## src/verilog/epoc_pkg.sv

```systemverilog
// constants, field layouts and carrier types for the enhanced pwm output control
// assumes a single 125 MHz instruction-cycle clock and a plain register port
package epoc_pkg;
  // register word offsets, chosen on a plain 4-byte aligned map
  localparam logic [7:0] OFF_SHUTDOWN = 8'h00;
  localparam logic [7:0] OFF_DELAY = 8'h04;
  localparam logic [7:0] OFF_STEER = 8'h08;
  localparam logic [7:0] OFF_TIMEBASE = 8'h0c;
  localparam logic [7:0] OFF_MODE = 8'h10;
  // reset values
  localparam logic [7:0] RST_SHUTDOWN = 8'h00;
  localparam logic [7:0] RST_DELAY = 8'h00;
  localparam logic [7:0] RST_STEER = 8'h01;
  localparam logic [7:0] RST_TIMEBASE = 8'h00;
  localparam logic [7:0] RST_MODE = 8'h00;
  // field positions
  localparam int FLAG_BIT = 7;
  localparam int SRC_LSB = 4;
  localparam int AC_LSB = 2;
  localparam int BD_LSB = 0;
  localparam int RESTART_BIT = 7;
  localparam int CMPL_LSB = 6;
  localparam int SYNC_BIT = 4;
  localparam int TSEL1_BIT = 0;
  localparam int TSEL2_BIT = 3;
  localparam int TSEL3_BIT = 6;
  localparam int BRIDGE_LSB = 6;
  localparam logic [7:0] STEER_MASK = 8'hdf;
  localparam logic [7:0] TIMEBASE_MASK = 8'h49;
  localparam logic [1:0] PWM_MODE_HI = 2'h3;
  localparam logic [1:0] BRIDGE_SINGLE = 2'h0;
  localparam logic [1:0] BRIDGE_FWD = 2'h1;
  localparam logic [1:0] BRIDGE_HALF = 2'h2;
  localparam logic [1:0] BRIDGE_REV = 2'h3;

  typedef struct packed {
    logic flag;
    logic [2:0] src;
    logic [1:0] ac_state;
    logic [1:0] bd_state;
  } epoc_shutdown_t;

  typedef struct packed {
    logic [3:0] dat;
    logic [3:0] oe_n;
  } epoc_pins_t;

  typedef enum logic [1:0] {EPOC_RUN, EPOC_SHUT, EPOC_WAIT} epoc_state_t;
endpackage

```

## src/verilog/epoc_top.sv

```systemverilog
// enhanced pwm output control: shutdown, delay, steering, timebase select
// assumes raw pwm, period start and timer pulses come from the pwm core on mclk
// Behaviour
// RULE1 - shutdown event sets flag, outputs to shutdown
// RULE2 - source field picks comparator/fault trigger
// RULE3 - pair a/c shutdown: tristate, high, low
// RULE4 - pair b/d shutdown: tristate, high, low
// RULE5 - trigger is level, shutdown persists
// RULE6 - flag writes ignored while condition present
// RULE7 - resume only at next period start
// RULE8 - auto restart clears flag itself
// RULE9 - manual restart needs software flag clear
// RULE10 - delay count cycles before active edge
// RULE11 - complementary pair selection
// RULE12 - steering sync at period or immediate
// RULE13 - steer enables route pwm with polarity
// RULE14 - steering only in pwm single mode
// RULE15 - timer select picks fourth or second
// RULE16 - timebase bits at 6, 3, 0
// RULE17 - mode bits set pair polarity
// RULE18 - bridge field selects output topology
// RULE19 - shutdown drive from first flag cycle
// RULE20 - fault and comparators synchronised first
`timescale 1ns/1ps
module epoc_top (
  // clock and reset
  input wire logic mclk,
  input wire logic reset,
  // register port
  input wire logic [7:0] reg_addr,
  input wire logic [7:0] reg_wdata,
  input wire logic reg_wr,
  input wire logic reg_rd,
  output logic [7:0] reg_rdata,
  // pwm core
  input wire logic pwm_raw,
  input wire logic period_start,
  input wire logic second_timer_tick,
  input wire logic fourth_timer_tick,
  output logic [2:0] pwm_timebase_tick,
  // port latch values for unsteered pins
  input wire logic [3:0] port_dat,
  // shutdown sources
  input wire logic fault_input_pin_n,
  input wire logic comparator1_output,
  input wire logic comparator2_output,
  // pins a..d, bit0 = a
  output logic [3:0] pwm_out,
  output logic [3:0] pwm_out_oe_n
);
  epoc_pkg::epoc_shutdown_t sd_ff;
  logic [7:0] delay_ff;
  logic [7:0] steer_ff;
  logic [7:0] steer_act_ff;
  logic [7:0] tbase_ff;
  logic [7:0] mode_ff;
  logic [7:0] rdata_ff;
  logic flt_level;
  logic c1_hi;
  logic c2_hi;
  epoc_pkg::epoc_state_t state_ff;
  epoc_pkg::epoc_state_t nxt_state;
  logic [6:0] dly_cnt_ff;
  logic pwm_dly_ff;
  logic pwm_prev_ff;
  epoc_pkg::epoc_pins_t pins_ff;
  epoc_pkg::epoc_pins_t nxt_pins;

  // RULE20 three stage sync per source pin
  // fault pin idles high so reset does not fake a fault
  epoc_sync3 #(
    .INIT(1'b1)
  ) flt_sync_u (
    .mclk(mclk),
    .reset(reset),
    .pin_in(fault_input_pin_n),
    .level(flt_level)
  );
  epoc_sync3 #(
    .INIT(1'b0)
  ) c1_sync_u (
    .mclk(mclk),
    .reset(reset),
    .pin_in(comparator1_output),
    .level(c1_hi)
  );
  epoc_sync3 #(
    .INIT(1'b0)
  ) c2_sync_u (
    .mclk(mclk),
    .reset(reset),
    .pin_in(comparator2_output),
    .level(c2_hi)
  );

  // RULE2 source select
  wire [2:0] src = sd_ff.src;
  wire cmp_term = (src[1:0] == 2'h1) ? c1_hi :
                  (src[1:0] == 2'h2) ? c2_hi :
                  (src[1:0] == 2'h3) ? (c1_hi | c2_hi) : 1'b0;
  // RULE5 level, not edge
  wire shut_cond = cmp_term | (src[2] & ~flt_level);

  // register decode
  wire sel_sd = reg_addr == epoc_pkg::OFF_SHUTDOWN;
  wire sel_dl = reg_addr == epoc_pkg::OFF_DELAY;
  wire sel_st = reg_addr == epoc_pkg::OFF_STEER;
  wire sel_tb = reg_addr == epoc_pkg::OFF_TIMEBASE;
  wire sel_md = reg_addr == epoc_pkg::OFF_MODE;
  wire wr_sd = reg_wr & sel_sd;
  wire auto_rs = delay_ff[epoc_pkg::RESTART_BIT];
  // RULE6 flag write blocked while condition stands
  wire flag_wr_ok = wr_sd & ~shut_cond;
  // RULE8 auto clear once condition gone
  wire auto_clr = auto_rs & ~shut_cond;
  // RULE1 set wins over any clear
  wire nxt_flag = shut_cond ? 1'b1 :
                  flag_wr_ok ? reg_wdata[epoc_pkg::FLAG_BIT] :
                  auto_clr ? 1'b0 : sd_ff.flag;

  always_ff @(posedge mclk or posedge reset)
  begin
    if (reset)
    begin
      sd_ff <= epoc_pkg::RST_SHUTDOWN;
      delay_ff <= epoc_pkg::RST_DELAY;
      steer_ff <= epoc_pkg::RST_STEER;
      tbase_ff <= epoc_pkg::RST_TIMEBASE;
      mode_ff <= epoc_pkg::RST_MODE;
    end
    else
    begin
      sd_ff.flag <= nxt_flag;
      if (wr_sd)
        sd_ff[6:0] <= reg_wdata[6:0];
      if (reg_wr & sel_dl)
        delay_ff <= reg_wdata;
      if (reg_wr & sel_st)
        steer_ff <= reg_wdata & epoc_pkg::STEER_MASK;
      // RULE16 only bits 6, 3, 0 stored
      if (reg_wr & sel_tb)
        tbase_ff <= reg_wdata & epoc_pkg::TIMEBASE_MASK;
      if (reg_wr & sel_md)
        mode_ff <= reg_wdata;
    end
  end

  wire [7:0] rd_mux = sel_sd ? sd_ff :
                      sel_dl ? delay_ff :
                      sel_st ? steer_ff :
                      sel_tb ? tbase_ff :
                      sel_md ? mode_ff : 8'h00;
  always_ff @(posedge mclk or posedge reset)
  begin
    if (reset)
      rdata_ff <= 8'h00;
    else if (reg_rd)
      rdata_ff <= rd_mux;
    else
      rdata_ff <= 8'h00;
  end
  assign reg_rdata = rdata_ff;

  // RULE15 per-module time base, third timer stays capture base outside
  epoc_tbsel tbsel1_u (
    .use_fourth(tbase_ff[epoc_pkg::TSEL1_BIT]),
    .second_tick(second_timer_tick),
    .fourth_tick(fourth_timer_tick),
    .tick(pwm_timebase_tick[0])
  );
  epoc_tbsel tbsel2_u (
    .use_fourth(tbase_ff[epoc_pkg::TSEL2_BIT]),
    .second_tick(second_timer_tick),
    .fourth_tick(fourth_timer_tick),
    .tick(pwm_timebase_tick[1])
  );
  epoc_tbsel tbsel3_u (
    .use_fourth(tbase_ff[epoc_pkg::TSEL3_BIT]),
    .second_tick(second_timer_tick),
    .fourth_tick(fourth_timer_tick),
    .tick(pwm_timebase_tick[2])
  );

  // RULE12 steering takes effect now or at period start
  always_ff @(posedge mclk or posedge reset)
  begin
    if (reset)
      steer_act_ff <= epoc_pkg::RST_STEER;
    else if (~steer_ff[epoc_pkg::SYNC_BIT] | period_start)
      steer_act_ff <= steer_ff;
  end

  // restart sequencing
  always_comb
  begin
    nxt_state = state_ff;
    case (state_ff)
      epoc_pkg::EPOC_RUN:
        if (nxt_flag)
          nxt_state = epoc_pkg::EPOC_SHUT;
      // RULE9 without auto restart only a software clear leaves here
      epoc_pkg::EPOC_SHUT:
        if (~nxt_flag)
          nxt_state = epoc_pkg::EPOC_WAIT;
      // RULE7 hold off until next period begins
      epoc_pkg::EPOC_WAIT:
        if (nxt_flag)
          nxt_state = epoc_pkg::EPOC_SHUT;
        else if (period_start)
          nxt_state = epoc_pkg::EPOC_RUN;
      default:
        nxt_state = epoc_pkg::EPOC_RUN;
    endcase
  end

  // RULE10 rising edge delayed by count, falling edge passes at once
  always_ff @(posedge mclk or posedge reset)
  begin
    if (reset)
    begin
      state_ff <= epoc_pkg::EPOC_RUN;
      dly_cnt_ff <= 7'h00;
      pwm_dly_ff <= 1'b0;
      pwm_prev_ff <= 1'b0;
    end
    else
    begin
      state_ff <= nxt_state;
      pwm_prev_ff <= pwm_raw;
      if (~pwm_raw)
      begin
        pwm_dly_ff <= 1'b0;
        dly_cnt_ff <= 7'h00;
      end
      else if (~pwm_prev_ff)
      begin
        dly_cnt_ff <= delay_ff[6:0];
        pwm_dly_ff <= delay_ff[6:0] == 7'h00;
      end
      else if (dly_cnt_ff > 7'h01)
        dly_cnt_ff <= dly_cnt_ff - 7'h01;
      else
        pwm_dly_ff <= 1'b1;
    end
  end

  // RULE17 polarity per pair from mode low bits
  wire [1:0] bridge = mode_ff[7:6];
  wire pwm_mode = mode_ff[3:2] == epoc_pkg::PWM_MODE_HI;
  wire ac_act = pwm_dly_ff ^ mode_ff[1];
  wire bd_act = pwm_dly_ff ^ mode_ff[0];
  wire ac_inact = mode_ff[1];
  wire bd_inact = mode_ff[0];
  // RULE11 complementary partner of a
  wire [1:0] cmpl = steer_act_ff[7:6];
  wire [3:0] pair_route = (cmpl == 2'h1) ? 4'h3 :
                          (cmpl == 2'h2) ? 4'h5 :
                          (cmpl == 2'h3) ? 4'h9 : steer_act_ff[3:0];
  wire [3:0] comp_inv = (cmpl == 2'h0) ? 4'h0 : {pair_route[3:1], 1'b0};
  wire [3:0] act_pol = {bd_act, ac_act, bd_act, ac_act};
  wire [3:0] inact_pol = {bd_inact, ac_inact, bd_inact, ac_inact};
  // RULE14 steering only in pwm single output
  wire steer_on = pwm_mode & (bridge == epoc_pkg::BRIDGE_SINGLE);

  always_comb
  begin
    nxt_pins.dat = port_dat;
    nxt_pins.oe_n = 4'hf;
    // RULE18 bridge topology
    if (pwm_mode)
    begin
      case (bridge)
        epoc_pkg::BRIDGE_SINGLE:
        begin
          // RULE13 steered pins carry pwm, others port
          nxt_pins.dat = (pair_route & (act_pol ^ comp_inv)) | (~pair_route & port_dat);
          nxt_pins.oe_n = ~pair_route;
        end
        epoc_pkg::BRIDGE_FWD:
        begin
          nxt_pins.dat = {bd_act, ac_inact, bd_inact, ~ac_inact};
          nxt_pins.oe_n = 4'h0;
        end
        epoc_pkg::BRIDGE_HALF:
        begin
          nxt_pins.dat = {port_dat[3:2], ~bd_act, ac_act};
          nxt_pins.oe_n = 4'hc;
        end
        epoc_pkg::BRIDGE_REV:
        begin
          nxt_pins.dat = {bd_inact, ~ac_inact, bd_act, ac_inact};
          nxt_pins.oe_n = 4'h0;
        end
        default:
        begin
          nxt_pins.dat = port_dat;
          nxt_pins.oe_n = 4'hf;
        end
      endcase
    end
    else
    begin
      nxt_pins.dat = port_dat;
      nxt_pins.oe_n = 4'hf;
    end
    if (~steer_on)
      nxt_pins.oe_n = nxt_pins.oe_n;
    // RULE1 shutdown overrides everything while flag set or waiting
    if (nxt_flag | (state_ff != epoc_pkg::EPOC_RUN))
    begin
      // RULE3 pair a/c drive state
      nxt_pins.dat[0] = sd_ff.ac_state == 2'h1;
      nxt_pins.dat[2] = sd_ff.ac_state == 2'h1;
      nxt_pins.oe_n[0] = sd_ff.ac_state[1];
      nxt_pins.oe_n[2] = sd_ff.ac_state[1];
      // RULE4 pair b/d drive state
      nxt_pins.dat[1] = sd_ff.bd_state == 2'h1;
      nxt_pins.dat[3] = sd_ff.bd_state == 2'h1;
      nxt_pins.oe_n[1] = sd_ff.bd_state[1];
      nxt_pins.oe_n[3] = sd_ff.bd_state[1];
    end
  end

  // RULE19 pins registered together with the flag
  always_ff @(posedge mclk or posedge reset)
  begin
    if (reset)
      pins_ff <= {4'h0, 4'hf};
    else
      pins_ff <= nxt_pins;
  end
  assign pwm_out = pins_ff.dat;
  assign pwm_out_oe_n = pins_ff.oe_n;
endmodule

module epoc_sync3 #(
  parameter logic INIT = 1'b0
) (
  // clock and reset
  input wire logic mclk,
  input wire logic reset,
  // raw pin and settled level
  input wire logic pin_in,
  output logic level
);
  logic [2:0] stage_ff;
  logic level_ff;
  wire agree = stage_ff[1] == stage_ff[2];

  // first flop may go metastable, so only stages 2 and 3 are compared
  always_ff @(posedge mclk or posedge reset)
  begin
    if (reset)
    begin
      stage_ff <= {3{INIT}};
      level_ff <= INIT;
    end
    else
    begin
      stage_ff <= {stage_ff[1:0], pin_in};
      if (agree)
        level_ff <= stage_ff[2];
    end
  end
  assign level = level_ff;
endmodule

module epoc_tbsel (
  // select and candidate ticks
  input wire logic use_fourth,
  input wire logic second_tick,
  input wire logic fourth_tick,
  // chosen pwm time base
  output logic tick
);
  // third timer is never switched here; capture keeps it
  assign tick = use_fourth ? fourth_tick : second_tick;
endmodule

```

## config.mk

```make
export PLATFORM = sky130hd
export DESIGN_NAME = epoc_top
export DESIGN_NICKNAME = d
export VERILOG_FILES = /design/src/verilog/epoc_pkg.sv /design/src/verilog/epoc_top.sv
export SDC_FILE = /design/constraint.sdc
export NUM_CORES = 1
export LEC_CHECK = 0
export BUFFER_PORTS_ARGS = -buffer_cell sky130_fd_sc_hd__clkbuf_2
export CORE_MARGIN = 5
export CORE_UTILIZATION = 57
export DETAILED_ROUTE_END_ITERATION = 6
export GPL_TIMING_DRIVEN = 0
export PLACE_DENSITY = 0.79
export SLEW_MARGIN = 20
export SYNTH_ARGS = -nofsm -noshare
export SYNTH_HDL_FRONTEND = slang
export SYNTH_SLANG_ARGS = --single-unit
```

## constraint.sdc

```tcl
create_clock -name mclk -period 2.9 [get_ports mclk]
set_input_delay 0.145 -clock mclk [delete_from_list [all_inputs] [get_ports mclk]]
set_output_delay 0.145 -clock mclk [all_outputs]
set_load 0.01 [all_outputs]
```

Word-level counts from Yosys, hierarchy flattened
Cells that the tools add are included.

Bits in registers: 80.

Multiplexer cells: 33. Bitwise logic cells: 24. Eq/ne operators: 26. $add $sub $neg: 1. Magnitude comparators: 1. Reduce and logical (&&, ||, !) cells: 7.

Operator list (number): $mux W8 (8); $pmux W8 S4 (1); $mux W7 (3); $eq A2 B2 Y1 const B (8); $eq A8 B4 Y1 const B (2); $mux W4 (4); $eq A2 B1 Y1 const B (6); $mux W1 (12); $and A1 B1 Y1 (8); $and A4 B4 Y4 (2); $eq A8 B3 Y1 const B (1); $eq A8 B5 Y1 const B (1); $logic_not A8 Y1 (1); $mux W2 (4); $gt A7 B1 Y1 const B (1); $logic_not A7 Y1 (1); $sub A7 B1 Y7 const B (1); $logic_not A2 Y1 (3); $ne A3 B3 Y1 const B (2); $pmux W2 S3 (1); $not A1 Y1 (5); $ne A2 B2 Y1 const B (2); $not A4 Y4 (1); $or A1 B1 Y1 (4); other kinds (7) (10).

Logic depth before layout (Yosys ltp)
Depth in word-level cells: 12. Mapped depth: 7. Mapped depth without buffers: 6.

Hierarchy
From an unflattened synthesis, not the netlist that was laid out.

Cells, all modules: 322. Area, all modules: 3727.3 um2.

By module, submodules not included: epoc_top (times used 1, cells each 301, seq. area each 1684.1 um2, area each 3331.9 um2); epoc_sync3 (c1_sync_u ...) (times used 2, cells each 6, seq. area each 100.1 um2, area each 115.1 um2); epoc_sync3 (flt_sync_u) (times used 1, cells each 6, seq. area each 105.1 um2, area each 120.1 um2); epoc_tbsel (times used 3, cells each 1, seq. area each 0.0 um2, area each 15.0 um2).

Worst setup path after synthesis
OpenSTA, ideal clock, no wires.

Kind: register to register. From: register steer_act_ff[6]. To: register pins_ff (netlist bit pwm_out[3]). Required time: 2.782 ns. Cell stages (with the launch flop): 7. Buffers on the path: 1. Period minus slack after synthesis: 1.739 ns. Path slack: 1.161 ns. Arrival time: 1.620 ns. Library setup time: 0.118 ns. Path through: dfrtp_1 clkbuf_1 or3b_1 a21oi_1 a21oi_1 a311o_1 a21o_1.

RTL lines: start: declaration (line epoc_top.sv:54) `logic [7:0] steer_act_ff;`; start signal: assignment (line epoc_top.sv:188) `steer_act_ff <= epoc_pkg::RST_STEER;`; start signal: assignment (line epoc_top.sv:190) `steer_act_ff <= steer_ff;`; end signal: assignment (line epoc_top.sv:328) `pins_ff <= {4'h0, 4'hf};`; end signal: assignment (line epoc_top.sv:330) `pins_ff <= nxt_pins;`; end: declaration (line epoc_top.sv:66) `epoc_pkg::epoc_pins_t pins_ff;`.

==> run_summary.xml <==
<?xml version="1.0" encoding="UTF-8"?>
<metrics>
  <group name="worst_hold_path">
    <metric name="min-delay-start" unit="">reg_wdata[7]</metric>
    <metric name="hold_depth" unit="">3</metric>
    <metric name="hold-path-endpoint" unit="">mode_ff[7]</metric>
    <metric name="worstHoldPathType" unit="">primary input to flop</metric>
  </group>
  <group name="yosys">
    <metric name="synthesized_netlist_net_count" unit="">367</metric>
    <metric name="synth_area_per_cell" unit="um2">11.2</metric>
    <metric name="ys_top_cells_by_area" unit="">dfrtp_1, mux2_2, dfstp_2</metric>
    <metric name="asyncSetResetFlopFracSynth" unit="">1.00</metric>
    <metric name="synthTopCellsByCount" unit="">dfrtp_1, mux2_2, nor2_1</metric>
    <metric name="synth.yosys.warnings" unit="">0</metric>
    <metric name="synth.distinct_cells" unit="">52</metric>
    <metric name="yosysMostFrequentCell" unit="">dfrtp_1</metric>
    <metric name="ys_ff_latch" unit="">79</metric>
    <metric name="netlist.area_leader.share" unit="">0.461</metric>
    <metric name="post_synth_inst_count" unit="">334</metric>
    <metric name="yosysTopAreaCell" unit="">dfrtp_1</metric>
    <metric name="ys.flop_type" unit="">dfrtp_1</metric>
    <metric name="post_synth_instance_area" unit="um2">3750</metric>
    <metric name="synth_edf_count" unit="">0</metric>
    <metric name="synth.yosys.seq_area_share" unit="">0.531</metric>
  </group>
  <group name="floorplanning">
    <metric name="floorplan.die.width" unit="um">91.1</metric>
    <metric name="chipHeight" unit="um">91.1</metric>
    <metric name="core_area" unit="um2">6390</metric>
    <metric name="rows" unit="">29</metric>
    <metric name="die_area" unit="um2">8300</metric>
    <metric name="effective_utilization_at_floorplan" unit="">0.587</metric>
    <metric name="num_io_pins" unit="">50</metric>
  </group>
  <group name="cts">
    <metric name="cts_repair_resize_count" unit="">0</metric>
    <metric name="cts.reportedPaths.clkPinSlew" unit="ns">0.08</metric>
    <metric name="tritoncts" unit="">built</metric>
    <metric name="post_cts.repair.setup_buffers" unit="">0</metric>
    <metric name="numClockSinks" unit="">79</metric>
    <metric name="cts_inserted_buffers" unit="">9</metric>
    <metric name="clockRootBuffer" unit="">clkbuf_8</metric>
    <metric name="ctsHoldBuffers" unit="">5</metric>
    <metric name="clk_path_buf_depth" unit="">2</metric>
    <metric name="clock_latency_late_sink" unit="ns">0.36</metric>
    <metric name="htreeDepth" unit="">3</metric>
  </group>
  <group name="critical_path">
    <metric name="r2r-start" unit="">steer_act_ff[6]</metric>
    <metric name="crit_fanout" unit="">9</metric>
    <metric name="largest_stage_delay_on_the_critical_path" unit="ns">0.43</metric>
    <metric name="critical_path_required" unit="ns">3.15</metric>
    <metric name="cp_num_buf_inv" unit="">1</metric>
    <metric name="criticalPathCategory" unit="">flop to flop</metric>
    <metric name="timing.critical_path.from_type" unit="">flop</metric>
    <metric name="worst_path_max_delay_cell" unit="">or3b_1</metric>
    <metric name="worstRegToRegCells" unit="">6</metric>
    <metric name="path_delay_family" unit="">compound AO/OA/AOI/OAI gates</metric>
    <metric name="r2r_end" unit="">pwm_out[3]</metric>
    <metric name="worst_setup_path_end_kind" unit="">flop</metric>
    <metric name="cp_cell_sequence" unit="">clkbuf_1 -&gt; or3b_1 -&gt; a21oi_1 -&gt; a21oi_1 -&gt; a311o_1 -&gt; a21o_1</metric>
    <metric name="r2r_setup_slack" unit="ns">0.97</metric>
    <metric name="cp.arrival" unit="ns">2.18</metric>
    <metric name="critical_path.most_common_cell" unit="">a21oi_1</metric>
  </group>
  <group name="drt">
    <metric name="routed-via-count" unit="">2792</metric>
    <metric name="drt_wl_total" unit="um">8240</metric>
    <metric name="drt_first_iter_violations" unit="">178</metric>
    <metric name="routed_via_density" unit="">5.80</metric>
    <metric name="antenna_left" unit="">0</metric>
    <metric name="drt-pass1-iter-count" unit="">4</metric>
    <metric name="drcViolationCount" unit="">0</metric>
    <metric name="wl_per_cell" unit="um">17.1</metric>
  </group>
  <group name="finish">
    <metric name="antenna-diode-count" unit="">0</metric>
    <metric name="design.final.nets" unit="">432</metric>
    <metric name="area_growth" unit="%">16.6</metric>
    <metric name="num-fill-cells" unit="">468</metric>
    <metric name="multi_input_area" unit="um2">1640</metric>
    <metric name="drive_gt1_frac" unit="">0.322</metric>
    <metric name="final_core_utilization" unit="">0.684</metric>
    <metric name="layout.area.seq" unit="um2">1990</metric>
  </group>
  <group name="placement">
    <metric name="placement.io_buffers" unit="">48</metric>
    <metric name="pre_cts_slack" unit="ns">0.946</metric>
    <metric name="detailed_placement_hpwl" unit="um">6050</metric>
    <metric name="gp_routability_congestion" unit="">0.915</metric>
  </group>
  <group name="timing">
    <metric name="worst_hold_slack" unit="ns">0.0129</metric>
    <metric name="worst_pin_slew" unit="ns">0.617</metric>
    <metric name="slew_headroom" unit="">0.585</metric>
    <metric name="setup_violations" unit="">0</metric>
    <metric name="layout_min_cycle_time" unit="ns">1.93</metric>
    <metric name="final.setup.worst_slack" unit="ns">0.968</metric>
    <metric name="fin_crit_sh" unit="">0.666</metric>
    <metric name="setup_repair_after_global_routing_missed_its_margin" unit="">no</metric>
    <metric name="final.setup_skew" unit="ns">0.0112</metric>
    <metric name="timing_max_transition_violations_final" unit="">0</metric>
    <metric name="timing.final.hold_violations" unit="">0</metric>
    <metric name="fmax" unit="MHz">518</metric>
  </group>
  <group name="global_route">
    <metric name="largest_net_degree_at_the_start_of_global_routing" unit="">48</metric>
    <metric name="grt_pass1_vias" unit="">2887</metric>
    <metric name="global_route_wire_length_before_repair" unit="um">14000</metric>
    <metric name="overflow" unit="">0</metric>
    <metric name="antenna_found_initial" unit="">0</metric>
    <metric name="aggregate_global_route_resource_usage" unit="">0.211</metric>
  </group>
  <group name="power">
    <metric name="netSwitchingFraction" unit="">0.290</metric>
    <metric name="clock_power_share" unit="">0.318</metric>
    <metric name="static-leakage-power" unit="nW">2.05</metric>
    <metric name="power.ir.vdd_worst" unit="V">0.000432</metric>
    <metric name="seq_power_share" unit="">0.491</metric>
    <metric name="power_density" unit="nW/um2">608</metric>
    <metric name="p_int" unit="W">0.00188</metric>
    <metric name="netSwitchingPower" unit="W">0.000770</metric>
    <metric name="power.combinational.fraction" unit="">0.191</metric>
  </group>
  <group name="run_status">
    <metric name="outcome" unit="">finished, final reports clean</metric>
  </group>
  <group name="run">
    <metric name="drv.max_cap_violation_count" unit="">0</metric>
  </group>
</metrics>
[kinds of logic after synthesis]
family                     count (synthesis)  share of synthesized area
AOI/OAI and AO/OA                         66                      0.113
xor gates and xnor gates                  14                     0.0327
adders and majority gates                  5                     0.0147
buffers and inverters                     28                     0.0327
DFF                                       79                      0.531
muxes                                     43                      0.128
and+or+nand+nor                           99                      0.149
[metrics by stage]
step | total power (W) | setup TNS [ns] | instance area [um2] | std cells
3_3_place_gp | 0.00181 | -0.913 | 4080 | 459
2_1_floorplan | 0.00166 | 0 | 3750 | 334
6_report | 0.00266 | 0 | 4370 | 481
5_1_grt | 0.00280 | 0 | 4370 | 481
3_5_place_dp | 0.00183 | 0 | 4110 | 460
4_1_cts | 0.00267 | 0 | 4370 | 481
[sequential cells by signal, indices dropped and copies added (netlist names), 4 cells and up]
name	cells
delay_ff	8
dly_cnt_ff	7
mode_ff	8
pwm_out	4
pwm_out_oe_n	4
reg_rdata	8
sd_ff	5
steer_act_ff	6
steer_ff	7
[power groups by stage]
stage | registers [W] | clock network (W) | logic, W
after floorplan | 0.00133 | 0 | 0.000328
after global placement | 0.00132 | 0 | 0.000486
after detailed placement | 0.00133 | 0 | 0.000505
after CTS | 0.00130 | 0.000852 | 0.000513
after global routing | 0.00132 | 0.000903 | 0.000574
final | 0.00130 | 0.000843 | 0.000508
[worst max path at each step]
stage / start / endpoint / slack (ns) / cells past startpoint
3_5_place_dp: reg_addr[1] / pwm_out_oe_n[3] / 0.95 / 7
6_report: steer_act_ff[6] / pwm_out[3] / 0.97 / 6
3_3_place_gp: reset / steer_act_ff[3] / -0.02 / 2
5_1_grt: steer_act_ff[6] / pwm_out[3] / 0.87 / 6
2_1_floorplan: reset / c1_sync_u.level / 0.75 / 1
4_1_cts: steer_act_ff[6] / pwm_out[3] / 0.98 / 6
[cell usage in the layout, fill, tap and decap left out, types with 4 or more instances in the layout]
cell type | synthesis | final
a211oi_1 | 7 | 7
a21oi_1 | 18 | 18
buf_4 | 4 | 4
clkbuf_1 | 10 | 10
clkbuf_2 | 0 | 48
clkbuf_8 | 0 | 10
dfrtp_1 | 69 | 69
dfstp_2 | 10 | 10
dlygate4sd3_1 | 0 | 5
inv_1 | 12 | 11
mux2_2 | 38 | 38
mux2i_1 | 5 | 5
nand2_1 | 18 | 18
nand2b_1 | 6 | 6
nand4_1 | 5 | 5
nor2_1 | 29 | 29
nor2b_1 | 7 | 7
nor3_1 | 6 | 6
o21ai_0 | 15 | 15
o22ai_1 | 5 | 5
xnor2_1 | 10 | 10
xor2_1 | 4 | 4
[area by class of cell]
cell class / count / share of cell area
buffer: 16 / 0.0177
clock buffer: 10 / 0.0315
clock inverter: 6 / 0.0157
inverter: 12 / 0.0109
multi-input combinational: 227 / 0.374
sequential: 79 / 0.455
tap: 77 / 0.0220
timing repair buffer: 54 / 0.0727
[layer usage]
layer	vias to the layer above	GRT usage	routed length (um)
li1	1331	-	-
met2	97	0.328	3920
met3	18	0.0397	473
met4	0	0.109	238
met5	-	0	0
met1	1346	0.284	3610
[worst reg2reg max path, cell delays in order, from the launching register on]
cell	delay [ns]
dfrtp_1	0.37
clkbuf_1	0.19
or3b_1	0.43
a21oi_1	0.23
a21oi_1	0.10
a311o_1	0.33
a21o_1	0.18
(Power assumes the default switching activity.)
